**src/pkg/spu_uart_map.svh**
```systemverilog
// Register offsets, field positions, reset values and timing counts of the serial port.
// Assumes an 8-bit register address space; the file is included by its bare name.
`ifndef SPU_UART_MAP_SVH
`define SPU_UART_MAP_SVH

// ----------------------------------------
// Register offsets
// ----------------------------------------
`define SPU_ADDR_CTRL 8'h98
`define SPU_ADDR_DATA 8'h99
`define SPU_ADDR_IRQ_STAT 8'h9a
`define SPU_ADDR_IRQ_MASK 8'h9b
`define SPU_ADDR_REL_LOW 8'haa
`define SPU_ADDR_REL_HIGH 8'hba
`define SPU_ADDR_SRC_SEL 8'hd8

// ----------------------------------------
// Reset values
// ----------------------------------------
`define SPU_RST_CTRL 8'h00
`define SPU_RST_DATA 8'h00
`define SPU_RST_REL_LOW 8'hd9
`define SPU_RST_REL_HIGH 8'h03
`define SPU_RST_SRC_SEL 8'h00
`define SPU_RST_IRQ 2'h0

// ----------------------------------------
// Control, source select and reload high register fields
// ----------------------------------------
`define SPU_MODE_HI 7
`define SPU_MODE_LO 6
`define SPU_RX_EN 4
`define SPU_TX_NINTH 3
`define SPU_RX_NINTH 2
`define SPU_TX_DONE 1
`define SPU_RX_DONE 0
`define SPU_SRC_INT 7
`define SPU_REL_HIGH_MSB 1

// ----------------------------------------
// Interrupt status and mask fields
// ----------------------------------------
`define SPU_IRQ_TX 1
`define SPU_IRQ_RX 0

// ----------------------------------------
// Timing counts: core clock cycles, prescaler steps, 16x phases and bit indexes
// ----------------------------------------
`define SPU_SHIFT_DIV 12
`define SPU_SHIFT_HALF 3'h5
`define SPU_PRE_DBL 2'h1
`define SPU_PRE_NORM 2'h3
`define SPU_REL_TOP 10'h3ff
`define SPU_PH_MID 4'h7
`define SPU_PH_END 4'hf
`define SPU_BITS_8 4'h7
`define SPU_BITS_9 4'h8

`endif

```
**src/pkg/spu_pkg.sv**
```systemverilog
// Types shared by the serial port modules.
// Assumes the map header supplies the numeric constants.
package spu_pkg;

	typedef enum logic [1:0] {
		SPU_MODE_SHIFT,
		SPU_MODE_UART8,
		SPU_MODE_UART9_FIX,
		SPU_MODE_UART9_VAR
	} spu_mode_type;

	typedef enum logic [2:0] {
		TX_IDLE,
		TX_START,
		TX_DATA,
		TX_STOP,
		TX_SHIFT
	} spu_tx_state_type;

	typedef enum logic [1:0] {
		RX_IDLE,
		RX_START,
		RX_DATA,
		RX_STOP
	} spu_rx_state_type;

	typedef struct packed {
		logic [1:0] pre;
		logic [9:0] cnt;
		logic t1_div;
		logic [2:0] half_cnt;
		logic tick16;
		logic half;
	} spu_baud_state_type;

	typedef struct packed {
		spu_tx_state_type tx_state;
		logic [3:0] tx_ph;
		logic [3:0] tx_bits;
		logic [8:0] tx_shift;
		logic shift_rx;
		spu_rx_state_type rx_state;
		logic [3:0] rx_ph;
		logic [3:0] rx_bits;
		logic [8:0] rx_shift;
		logic rx_prev;
		logic [7:0] rx_buf;
		logic [7:0] ctrl;
		logic [7:0] rel_low;
		logic [7:0] rel_high;
		logic src_int;
		logic [1:0] irq_stat;
		logic [1:0] irq_mask;
		logic [7:0] rdata;
		logic tx_line;
		logic rx_line;
		logic rx_oe;
	} spu_state_type;

endpackage

```
**src/rtl/spu_baud.sv**
```systemverilog
// Bit rate generator of the serial port: a 16x tick for the UART modes and a
// half-bit tick for shift-register mode. Assumes one core clock and synchronous inputs.
`timescale 1ns/1ps
`include "spu_uart_map.svh"

module spu_baud (
	input wire logic core_clk_i,
	input wire logic resetn_i,
	input wire logic [1:0] mode_i,
	input wire logic rate_double_i,
	input wire logic internal_sel_i,
	input wire logic [9:0] reload_i,
	input wire logic timer1_overflow_i,
	output logic tick16_o,
	output logic half_o
);

	spu_pkg::spu_baud_state_type s;
	spu_pkg::spu_baud_state_type next_s;

	function automatic logic pre_end(input logic [1:0] pre, input logic dbl);
		pre_end = (pre == (dbl ? `SPU_PRE_DBL : `SPU_PRE_NORM));
	endfunction

	always_comb begin
		next_s = s;
		next_s.tick16 = 1'b0;
		next_s.half = 1'b0;
		// Generator idles at the reload value so its first bit is not a full wrap long
		if (!internal_sel_i || mode_i == 2'(spu_pkg::SPU_MODE_UART9_FIX)) begin
			next_s.cnt = reload_i;
		end
		// Shift-register mode: a full bit is two halves of the core clock / 12
		if (s.half_cnt == `SPU_SHIFT_HALF) begin
			next_s.half_cnt = 3'h0;
			next_s.half = 1'b1;
		end else begin
			next_s.half_cnt = s.half_cnt + 3'h1;
		end
		if (mode_i == 2'(spu_pkg::SPU_MODE_UART9_FIX)) begin
			// Fixed rate: 16x tick every 4 or 2 clocks, bit at /64 or /32 RULE_02
			next_s.pre = pre_end(s.pre, rate_double_i) ? 2'h0 : s.pre + 2'h1;
			next_s.tick16 = pre_end(s.pre, rate_double_i); // RULE_13
		end else if (internal_sel_i) begin
			// Internal generator: bit = 64 * (1024 - reload) / 2^double clocks
			next_s.pre = pre_end(s.pre, rate_double_i) ? 2'h0 : s.pre + 2'h1; // RULE_12
			if (pre_end(s.pre, rate_double_i)) begin
				if (s.cnt == `SPU_REL_TOP) begin
					next_s.cnt = reload_i; // RULE_10
					next_s.tick16 = 1'b1; // RULE_11
				end else begin
					next_s.cnt = s.cnt + 10'h1;
				end
			end
		end else if (timer1_overflow_i) begin
			// Timer 1 overflow: bit = 32 overflows, or 16 when doubled
			next_s.t1_div = ~s.t1_div; // RULE_11
			next_s.tick16 = rate_double_i | s.t1_div; // RULE_13
		end
	end

	always_ff @(posedge core_clk_i) begin
		if (!resetn_i) begin
			s <= '0;
		end else begin
			s <= next_s; // RULE_14
		end
	end

	assign tick16_o = s.tick16;
	assign half_o = s.half;

endmodule

```
**src/rtl/spu_uart.sv**
```systemverilog
// Serial port: shift-register mode and three UART modes, with its register file
// on a plain address/strobe port and one level interrupt.
// Assumes the power-control rate-double flag and timer 1 overflow come from outside.
//
// Local design decision: the plain strobed port.
`timescale 1ns/1ps
`include "spu_uart_map.svh"

// Summary of operation
// (RULE_01) Mode field picks shift register or UARTs
// (RULE_02) Fixed nine-bit rate is clock/64 or /32
// (RULE_03) Reception only while receive enable set; a shift-mode byte already started still completes after it clears
// (RULE_04) Control bit 3 sent as ninth bit
// (RULE_05) Ninth received bit captured into bit 2
// (RULE_06) Transmit-complete flag set, cleared by software
// (RULE_07) Receive-complete flag set, cleared by software
// (RULE_08) Data buffer write starts transmission
// (RULE_09) Data buffer read returns received byte
// (RULE_10) Reload value is ten bits wide
// (RULE_11) Source bit picks generator or timer overflow
// (RULE_12) Generator rate uses 64 times (1024-reload)
// (RULE_13) Rate-double flag doubles both rates
// (RULE_14) All timing derived from core clock
// (RULE_15) Software should prefer the internal generator
// (RULE_16) Start bit, data LSB first, stop bit
// (RULE_17) Shift mode: clock on transmit, data on receive
module spu_uart (
	input wire logic core_clk_i,
	input wire logic resetn_i,
	input wire logic [7:0] addr_i,
	input wire logic [7:0] wdata_i,
	input wire logic wr_i,
	input wire logic rd_i,
	output logic [7:0] rdata_o,
	input wire logic rate_double_i,
	input wire logic timer1_overflow_i,
	input wire logic rx_line_i,
	output logic rx_line_o,
	output logic rx_line_oe_o,
	output logic tx_line_o,
	output logic irq_o
);

	spu_pkg::spu_state_type s;
	spu_pkg::spu_state_type next_s;
	logic tick16;
	logic half;
	logic [1:0] mode;
	logic nine;

	assign mode = s.ctrl[`SPU_MODE_HI:`SPU_MODE_LO];
	assign nine = s.ctrl[`SPU_MODE_HI];

	// ----------------------------------------
	// Bit rate generator
	// ----------------------------------------
	spu_baud u_baud (
		.core_clk_i(core_clk_i),
		.resetn_i(resetn_i),
		.mode_i(mode),
		.rate_double_i(rate_double_i),
		.internal_sel_i(s.src_int),
		.reload_i({s.rel_high[`SPU_REL_HIGH_MSB:0], s.rel_low}),
		.timer1_overflow_i(timer1_overflow_i),
		.tick16_o(tick16),
		.half_o(half)
	);

	function automatic logic [3:0] last_bit(input logic ninth_mode);
		last_bit = ninth_mode ? `SPU_BITS_9 : `SPU_BITS_8;
	endfunction

	// ----------------------------------------
	// Next-state logic
	// ----------------------------------------
	always_comb begin
		next_s = s;
		next_s.rdata = 8'h00;

		// Register writes
		if (wr_i) begin
			if (addr_i == `SPU_ADDR_CTRL) begin
				next_s.ctrl = wdata_i; // RULE_06 RULE_07
			end else if (addr_i == `SPU_ADDR_DATA) begin
				next_s.tx_shift = {s.ctrl[`SPU_TX_NINTH], wdata_i}; // RULE_04
				next_s.tx_ph = 4'h0;
				next_s.tx_bits = 4'h0;
				next_s.shift_rx = 1'b0;
				if (mode == 2'(spu_pkg::SPU_MODE_SHIFT)) begin
					next_s.tx_state = spu_pkg::TX_SHIFT;
				end else begin
					next_s.tx_state = spu_pkg::TX_START; // RULE_08
				end
			end else if (addr_i == `SPU_ADDR_IRQ_STAT) begin
				next_s.irq_stat = s.irq_stat & ~wdata_i[1:0];
			end else if (addr_i == `SPU_ADDR_IRQ_MASK) begin
				next_s.irq_mask = wdata_i[1:0];
			end else if (addr_i == `SPU_ADDR_REL_LOW) begin
				next_s.rel_low = wdata_i; // RULE_10
			end else if (addr_i == `SPU_ADDR_REL_HIGH) begin
				next_s.rel_high = wdata_i;
			end else if (addr_i == `SPU_ADDR_SRC_SEL) begin
				next_s.src_int = wdata_i[`SPU_SRC_INT]; // RULE_11
			end
		end

		// Register reads, data one cycle later
		if (rd_i) begin
			if (addr_i == `SPU_ADDR_CTRL) begin
				next_s.rdata = s.ctrl;
			end else if (addr_i == `SPU_ADDR_DATA) begin
				next_s.rdata = s.rx_buf; // RULE_09
			end else if (addr_i == `SPU_ADDR_IRQ_STAT) begin
				next_s.rdata = {6'h00, s.irq_stat};
			end else if (addr_i == `SPU_ADDR_IRQ_MASK) begin
				next_s.rdata = {6'h00, s.irq_mask};
			end else if (addr_i == `SPU_ADDR_REL_LOW) begin
				next_s.rdata = s.rel_low;
			end else if (addr_i == `SPU_ADDR_REL_HIGH) begin
				next_s.rdata = s.rel_high;
			end else if (addr_i == `SPU_ADDR_SRC_SEL) begin
				next_s.rdata = {s.src_int, 7'h00};
			end
		end

		// Shift-register mode receive starts when enabled and the flag is clear
		if (mode == 2'(spu_pkg::SPU_MODE_SHIFT) && s.tx_state == spu_pkg::TX_IDLE
				&& s.ctrl[`SPU_RX_EN] && !s.ctrl[`SPU_RX_DONE] && !wr_i) begin
			next_s.tx_state = spu_pkg::TX_SHIFT; // RULE_03
			next_s.shift_rx = 1'b1;
			next_s.tx_ph = 4'h0;
			next_s.tx_bits = 4'h0;
		end

		// ----------------------------------------
		// Transmit engine
		// ----------------------------------------
		case (s.tx_state)
		spu_pkg::TX_IDLE: begin
			next_s.tx_line = 1'b1;
			next_s.rx_oe = 1'b0;
		end
		spu_pkg::TX_START: begin
			next_s.tx_line = 1'b0; // RULE_16
			if (tick16) begin
				next_s.tx_ph = s.tx_ph + 4'h1;
				if (s.tx_ph == `SPU_PH_END) begin
					next_s.tx_state = spu_pkg::TX_DATA;
				end
			end
		end
		spu_pkg::TX_DATA: begin
			next_s.tx_line = s.tx_shift[0]; // RULE_16
			if (tick16) begin
				next_s.tx_ph = s.tx_ph + 4'h1;
				if (s.tx_ph == `SPU_PH_END) begin
					next_s.tx_shift = {1'b1, s.tx_shift[8:1]};
					next_s.tx_bits = s.tx_bits + 4'h1;
					if (s.tx_bits == last_bit(nine)) begin
						next_s.tx_state = spu_pkg::TX_STOP;
						next_s.tx_line = 1'b1;
						next_s.ctrl[`SPU_TX_DONE] = 1'b1; // RULE_06
						next_s.irq_stat[`SPU_IRQ_TX] = 1'b1;
					end
				end
			end
		end
		spu_pkg::TX_STOP: begin
			next_s.tx_line = 1'b1; // RULE_16
			if (tick16) begin
				next_s.tx_ph = s.tx_ph + 4'h1;
				if (s.tx_ph == `SPU_PH_END) begin
					next_s.tx_state = spu_pkg::TX_IDLE;
				end
			end
		end
		spu_pkg::TX_SHIFT: begin
			// Shift clock low in the first half of a bit, high in the second
			next_s.rx_oe = !s.shift_rx; // RULE_17
			next_s.rx_line = s.tx_shift[0];
			next_s.tx_line = s.tx_ph[0];
			// The first half tick is skipped until the clock is low, so no low phase is lost
			if (half && s.tx_line == s.tx_ph[0]) begin
				next_s.tx_ph = {3'h0, ~s.tx_ph[0]};
				next_s.tx_line = ~s.tx_ph[0]; // RULE_01
				if (!s.tx_ph[0]) begin
					if (s.shift_rx) begin
						next_s.rx_shift = {1'b0, rx_line_i, s.rx_shift[7:1]}; // RULE_17
					end
				end else begin
					next_s.tx_shift = {1'b1, s.tx_shift[8:1]};
					next_s.rx_line = s.tx_shift[1];
					next_s.tx_bits = s.tx_bits + 4'h1;
					if (s.tx_bits == `SPU_BITS_8) begin
						next_s.tx_state = spu_pkg::TX_IDLE;
						next_s.tx_line = 1'b1;
						next_s.rx_oe = 1'b0;
						if (s.shift_rx) begin
							next_s.rx_buf = s.rx_shift[7:0];
							next_s.ctrl[`SPU_RX_DONE] = 1'b1; // RULE_07
							next_s.irq_stat[`SPU_IRQ_RX] = 1'b1;
						end else begin
							next_s.ctrl[`SPU_TX_DONE] = 1'b1; // RULE_06
							next_s.irq_stat[`SPU_IRQ_TX] = 1'b1;
						end
					end
				end
			end
		end
		default: begin
			next_s.tx_state = spu_pkg::TX_IDLE;
		end
		endcase

		// ----------------------------------------
		// UART receive engine
		// ----------------------------------------
		next_s.rx_prev = rx_line_i;
		case (s.rx_state)
		spu_pkg::RX_IDLE: begin
			if (mode != 2'(spu_pkg::SPU_MODE_SHIFT) && s.ctrl[`SPU_RX_EN]
					&& s.rx_prev && !rx_line_i) begin
				next_s.rx_state = spu_pkg::RX_START; // RULE_03
				next_s.rx_ph = 4'h0;
				next_s.rx_bits = 4'h0;
			end
		end
		spu_pkg::RX_START: begin
			if (tick16) begin
				next_s.rx_ph = s.rx_ph + 4'h1;
				if (s.rx_ph == `SPU_PH_MID && rx_line_i) begin
					next_s.rx_state = spu_pkg::RX_IDLE;
				end else if (s.rx_ph == `SPU_PH_END) begin
					next_s.rx_state = spu_pkg::RX_DATA; // RULE_16
				end
			end
		end
		spu_pkg::RX_DATA: begin
			if (tick16) begin
				next_s.rx_ph = s.rx_ph + 4'h1;
				if (s.rx_ph == `SPU_PH_MID) begin
					next_s.rx_shift = {rx_line_i, s.rx_shift[8:1]}; // RULE_16
				end else if (s.rx_ph == `SPU_PH_END) begin
					next_s.rx_bits = s.rx_bits + 4'h1;
					if (s.rx_bits == last_bit(nine)) begin
						next_s.rx_state = spu_pkg::RX_STOP;
					end
				end
			end
		end
		spu_pkg::RX_STOP: begin
			if (tick16) begin
				next_s.rx_ph = s.rx_ph + 4'h1;
				if (s.rx_ph == `SPU_PH_MID) begin
					next_s.rx_state = spu_pkg::RX_IDLE;
					if (nine) begin
						next_s.rx_buf = s.rx_shift[7:0];
						next_s.ctrl[`SPU_RX_NINTH] = s.rx_shift[8]; // RULE_05
					end else begin
						next_s.rx_buf = s.rx_shift[8:1];
					end
					next_s.ctrl[`SPU_RX_DONE] = 1'b1; // RULE_07
					next_s.irq_stat[`SPU_IRQ_RX] = 1'b1;
				end
			end
		end
		default: begin
			next_s.rx_state = spu_pkg::RX_IDLE;
		end
		endcase

		// A frame in progress is dropped once reception is disabled
		if (!s.ctrl[`SPU_RX_EN]) begin
			next_s.rx_state = spu_pkg::RX_IDLE; // RULE_03
		end
	end

	// ----------------------------------------
	// State register
	// ----------------------------------------
	always_ff @(posedge core_clk_i) begin
		if (!resetn_i) begin
			s <= '0;
			s.tx_state <= spu_pkg::TX_IDLE;
			s.rx_state <= spu_pkg::RX_IDLE;
			s.ctrl <= `SPU_RST_CTRL;
			s.rx_buf <= `SPU_RST_DATA;
			s.rel_low <= `SPU_RST_REL_LOW;
			s.rel_high <= `SPU_RST_REL_HIGH;
			s.src_int <= 1'(`SPU_RST_SRC_SEL >> `SPU_SRC_INT);
			s.irq_stat <= `SPU_RST_IRQ;
			s.irq_mask <= `SPU_RST_IRQ;
			s.rx_prev <= 1'b1;
			s.tx_line <= 1'b1;
			s.rx_line <= 1'b1;
		end else begin
			s <= next_s; // RULE_14
		end
	end

	// ----------------------------------------
	// Outputs
	// ----------------------------------------
	assign rdata_o = s.rdata;
	assign tx_line_o = s.tx_line;
	assign rx_line_o = s.rx_line;
	assign rx_line_oe_o = s.rx_oe;
	assign irq_o = |(s.irq_stat & s.irq_mask);

endmodule

```
**config.mk**
```make
export PLATFORM = sky130hd
export DESIGN_NAME = spu_uart
export DESIGN_NICKNAME = d
export VERILOG_FILES = /design/src/pkg/spu_pkg.sv /design/src/rtl/spu_baud.sv /design/src/rtl/spu_uart.sv
export VERILOG_INCLUDE_DIRS = /design/src /design/src/pkg
export SDC_FILE = /design/constraint.sdc
export NUM_CORES = 1
export LEC_CHECK = 0
export BUFFER_PORTS_ARGS = -buffer_cell sky130_fd_sc_hd__buf_4
export CAP_MARGIN = 20
export CORE_UTILIZATION = 62
export CTS_BUF_LIST = sky130_fd_sc_hd__clkbuf_4
export DETAILED_ROUTE_END_ITERATION = 10
export PLACE_DENSITY = 0.9
export SLEW_MARGIN = 30
export SYNTH_ARGS = -nofsm -noshare
export SYNTH_HDL_FRONTEND = slang
export SYNTH_SLANG_ARGS = --single-unit
```
**constraint.sdc**
```tcl
create_clock -name core_clk_i -period 2.1 [get_ports core_clk_i]
set_input_delay 0.42 -clock core_clk_i [delete_from_list [all_inputs] [get_ports core_clk_i]]
set_output_delay 0.42 -clock core_clk_i [all_outputs]
set_load 0.03 [all_outputs]
```
### After elaboration in Yosys (flattened, before gate mapping)

Cells that the tools add are included.

| word-level totals | value |
|---|---|
| flip-flop bits (word level) | 107 |
| bits of input ports | 23 |
| output and inout port bits | 12 |

| cells by class | value |
|---|---|
| multiplexer cells | 127 |
| reductions and logical operators | 40 |
| add/sub/neg operators | 7 |
| bitwise logic cells | 15 |
| equal/unequal tests | 35 |

Operators by type and width:

| cell | count |
|---|---|
| $mux W8 | 18 |
| $mux W21 | 5 |
| $mux W9 | 7 |
| $eq A8 B8 Y1 const B | 7 |
| $mux W10 | 4 |
| $mux W20 | 2 |
| $mux W1 | 38 |
| $mux W2 | 18 |
| $mux W17 | 2 |
| $mux W3 | 10 |
| $mux W13 | 2 |
| $pmux W13 S2 | 1 |
| $mux W24 | 1 |
| $pmux W6 S4 | 1 |
| $mux W11 | 2 |
| $mux W19 | 1 |
| $add A4 B1 Y4 const B | 4 |
| $pmux W4 S4 | 1 |
| $pmux W3 S5 | 1 |
| $mux W7 | 2 |
| $mux W12 | 1 |
| $mux W4 | 3 |
| $mux W6 | 2 |
| $reduce_bool A2 Y1 | 6 |
| 39 further kinds | 85 |

### Longest topological paths before layout

| depth | value |
|---|---|
| word-level depth | 17 |
| depth in mapped cells | 7 |
| mapped depth without buffers | 6 |

### Cells and area by module

Synthesis repeated with hierarchy kept, for this count alone.

| unflattened totals | value |
|---|---|
| cell total of the unflattened synthesis | 654 |
| area total of the unflattened synthesis | 5,511.5 um2 |

By module, submodules not included:

| module | area each (um2) | cells each | instances |
|---|---|---|---|
| spu_uart | 4,419.2 | 528 | 1 |
| spu_baud | 1,092.3 | 126 | 1 |

### Least setup slack after synthesis

No wires, ideal clock.

| timing | value |
|---|---|
| path kind | input port to flip-flop |
| start point | input addr_i[2] |
| end point | register s[15] (netlist name) |
| data arrival time | 1.664 ns |
| setup time | 0.128 ns |
| stages | 5 |
| slack | 0.308 ns |
| cell sequence | or3b_1 or4_4 nor3_2 mux2i_1 nor2_1 |

| on the way | value |
|---|---|
| longest elaborated chain between the ends | 3 |
| elaborated cells on any way between the ends | 14 |
| classes of those cells | 7 x eq/ne; 6 x bitwise; 1 x reduce/logical |

RTL lines:

| what | RTL line | source |
|---|---|---|
| start: declaration | spu_uart.sv:30 | `input wire logic [7:0] addr_i,` |
| $eq A8 B8 Y1 (no source line) | n/a |  |
| $not A1 Y1 (no source line) | n/a |  |
| $reduce_and A8 Y1 (no source line) (*) | n/a |  |
| end signal: assignment | spu_uart.sv:297 | `s <= next_s;` |
| end: declaration | spu_uart.sv:44 | `spu_pkg::spu_state_type s;` |

Mark *: on every way between the ends. The rest lies on a longest branch, timed or not.
A chain may end at the register's enable or synchronous reset.

### Worst setup path in the final report

| timing | value |
|---|---|
| start point | register s[87] (netlist name) |
| end point | register s[85] (netlist name) |

| on the way | value |
|---|---|
| longest elaborated chain between the ends | 8 |
| elaborated cells on any way between the ends | 15 |
| classes of those cells | 4 x eq/ne; 6 x mux; 5 x reduce/logical |

RTL lines:

| what | RTL line | source |
|---|---|---|
| $logic_not A3 Y1 | spu_uart.sv:127 | `if (mode == 2'(spu_pkg::SPU_MODE_SHIFT) && s.tx_state == spu_pkg::TX_IDLE` |
| $logic_and A1 B1 Y1 (4 in a row) | spu_uart.sv:127 |  |
| $mux W11 | spu_uart.sv:127 |  |
| $mux W20 (tied with other cells) | spu_uart.sv:183 | `if (half && s.tx_line == s.tx_ph[0]) begin` |
| $pmux W4 S4 (*) | spu_uart.sv:138 | `case (s.tx_state)` |

Marked as above.

==> flow_summary_export.csv <==
group,metric,value,unit
pwr,clkPwrFrac,0.322,
global_routing,use_met1,0.380,
timing,report.final.slew_viol_count,0,
placement,gp_congestion,0.899,
pwr,pwr-share-comb,0.063,
clock_tree,numClockSinks,107,
yosys,ys_warn_count,0,
global_routing,grt_start_max_net_pins,37,
finish,fin_area,5900,um^2
clock_tree,clockBufferDepth,2,
yosys,async_flop_share,0,
timing,fmax,0.520,GHz
timing,fin_setup_tns,0,ns
run,max-cap-violations,0,
route,num_vias,5010,
clock_tree,cts_tree,"done",
timing,fin_hold_ws,0.162,ns
clock_tree,cts_setup_buffers,0,
timing,fin_skew,0.0239,ns
timing,timing.final.crit_share,0.916,
finish,final_common_cell,"dfxtp_1",
setup_path,arrival,2.33,ns
global_routing,grt_antenna_before_repair,0,
global_routing,grtUsageMet2,0.493,
global_routing,busiest_layer,"met2",
setup_path,crit_chain,"nor2_1, or3b_2, or3_1, a31oi_1",
timing,hold_viol,0,
route,drc,0,
clock_tree,clk_latency,0.48,ns
route,drt-total-wl,13.4,mm
pwr,p_sw,878,uW
route,dr.pass1.iters,8,
finish,most-common-layout-cells,"dfxtp_1 (107), nand2_1 (78), nor2_1 (64)",
clock_tree,clk_pin_slew_worst_paths,0.17,ns
finish,nNetsFinal,698,
yosys,syn_area_per_cell,8.39,um^2
pwr,swShare,0.259,
yosys,synth_fp_nets,674,
global_routing,grtUsageMet3,0.0662,
yosys,ys_seq_area_frac,0.396,
setup_path,slowest_stage,"dfxtp_1",
timing,setup-violations-final,0,
setup_path,required,2.51,ns
floorplan,coreArea,8340,um^2
pwr,ir_drop,0.000262,V
setup_path,path_class,"reg -> reg",
floorplan,die_x,95.4,um
clock_tree,htree_levels,3,
finish,layout-drive-gt1-share,0.138,
setup_path,critPathLaunchType,"flip-flop",
pwr,power_density,575,nW/um^2
pwr,total_power,3.39,mW
placement,placement.io_buffers,34,
yosys,synthCells,644,
pwr,total_leakage_power,2.31,nW
yosys,ys_ff_latch,107,
setup_path,cp_slowest_stage_delay,0.63,ns
timing,period_needed,1.92,ns
route,viasPerCell,6.45,
global_routing,grt_usage,0.304,
timing,slew_headroom,0.557,
finish,final_util,0.707,
setup_path,endpoint_kind,"flip-flop",
route,wl_per_cell,17.3,um
clock_tree,cts_root_buf,"clkbuf_4",
global_routing,grt_pass1_vias,4570,
yosys,ys.flop_type,"dfxtp_1",
yosys,synth_cell_types,64,
floorplan,ios,35,
pwr,sequentialPowerShare,0.614,
floorplan,die_y,95.4,um
yosys,synth_top_area_frac,0.396,
yosys,post_synth_instance_area,5400,um^2
timing,tightestPinTransition,0.664,ns
route,ant_nets,0,
route,first_iter_violations,343,
placement,dpl_cell_area,5760,um^2
global_routing,overflow,0,
yosys,synth_top_area_cell,"dfxtp_1",
clock_tree,cts_buffers,9,
finish,syn_to_final_growth,9.22,%
floorplan,start_util,0.648,
placement,hpwl,9.52,mm
hold_path,hold_class,"in -> reg",
timing,rsz0062_at_grt,"false",
yosys,synth_edf_count,0,
floorplan,num_rows,33,
yosys,yosys-top-cells-area,"dfxtp_1 (40%), mux2i_1 (10%), nand2_1 (5.4%), o21ai_0 (4.7%), nor2_1 (4.4%)",
setup_path,cp_max_fo,12,
finish,diodes,0,
pwr,intPower,2.51,mW
floorplan,dieArea,9090,um^2
global_routing,grt_pass1_wl,21.3,mm
run_status,status,"finished, final reports clean",
critical path, delay by kind of cell, from the launching register on:
family | cells | cell delay (ns)
flip-flops | 1 | 0.63
AND/OR/NAND/NOR | 3 | 1.08
AO/OA/AOI/OAI | 1 | 0.15
timing repair:
action / CTS / global route
endpoints found under the setup margin: 0 / 10
hold endpoints to repair: 0 / 0
hold buffers: 0 / 0
gates resized for setup: 0 / 1
stage by stage:
step | instances | worst slack (ns)
global route | 777 | 0.0194
floorplan | 644 | 0.308
finish | 777 | 0.176
global placement | 762 | 0.124
detailed placement | 762 | 0.0666
CTS | 777 | 0.107
logic make-up (layout without fill, tap and decap cells):
group,after synthesis,in the layout,synth area share
compound gates,156,156,0.174
xor+xnor,11,11,0.0178
simple gates,245,245,0.229
buf+inv,54,82,0.0461
fa+ha+maj,7,7,0.0162
flops,107,107,0.396
mux,64,64,0.120
final timing paths:
path | startpoint | end | slack [ns] | cells past startpoint
worst min register to register | u_baud.s[2] | u_baud.s[2] | 0.48 | 1
worst min-delay path | rx_line_i | s[48] | 0.16 | 3
worst max register to register | s[87] | s[85] | 0.18 | 4
worst max-delay path | s[87] | s[85] | 0.18 | 4
power groups by stage:
stage	clock [mW]	combinational (mW)	sequential, mW
2_1_floorplan	0	0.128	2.11
3_3_place_gp	0	0.200	2.12
3_5_place_dp	0	0.210	2.12
4_1_cts	1.10	0.212	2.08
5_1_grt	1.19	0.235	2.09
6_report	1.09	0.215	2.08
synthesized netlist by cell type, drive strengths merged, types with 2 or more instances:
cell type  number
and4            6
or3             4
a211oi          2
xor2            7
nor2           64
o32a            2
or4             2
nand3          25
nor3            9
clkbuf         24
and3            3
ha              7
and3b           2
or3b            3
nor4            4
a21oi          47
o22a            5
inv             8
o22ai           4
buf            22
o21ai          53
nand3b          4
o32ai           3
nand2b          5
and2            3
nor2b           8
nand2          78
nor3b           7
xnor2           4
o2bb2ai         3
a2111oi         2
dfxtp         107
o211ai          4
nand4          10
nand4b          5
a21o            2
a22o            2
mux2            8
a31oi          18
mux2i          56
layer usage:
layer | up-vias | share of wire
li1 | 2359 | -
met1 | 2394 | 0.43
met2 | 221 | 0.48
met3 | 36 | 0.063
met4 | 0 | 0.026
met5 | - | 0
cell type report:
type	count	area (um^2)
Clock buffer	9	67.6
Clock inverter	6	73.8
Fill cell	595	2440
Inverter	8	30.0
Multi-Input combinational cell	483	3010
Sequential cell	107	2140
Tap cell	105	131
Timing Repair Buffer	59	443
state kept, by name, indices dropped and copies added, names as in the netlist:
signal / flops
u_baud.tick16_o: 1
rx_line_o: 1
mode: 2
rx_line_oe_o: 1
tx_line_o: 1
u_baud.half_o: 1
rdata_o: 8
u_baud.s: 16
s: 76
No activity file was read; power rests on OpenSTA's default activity.
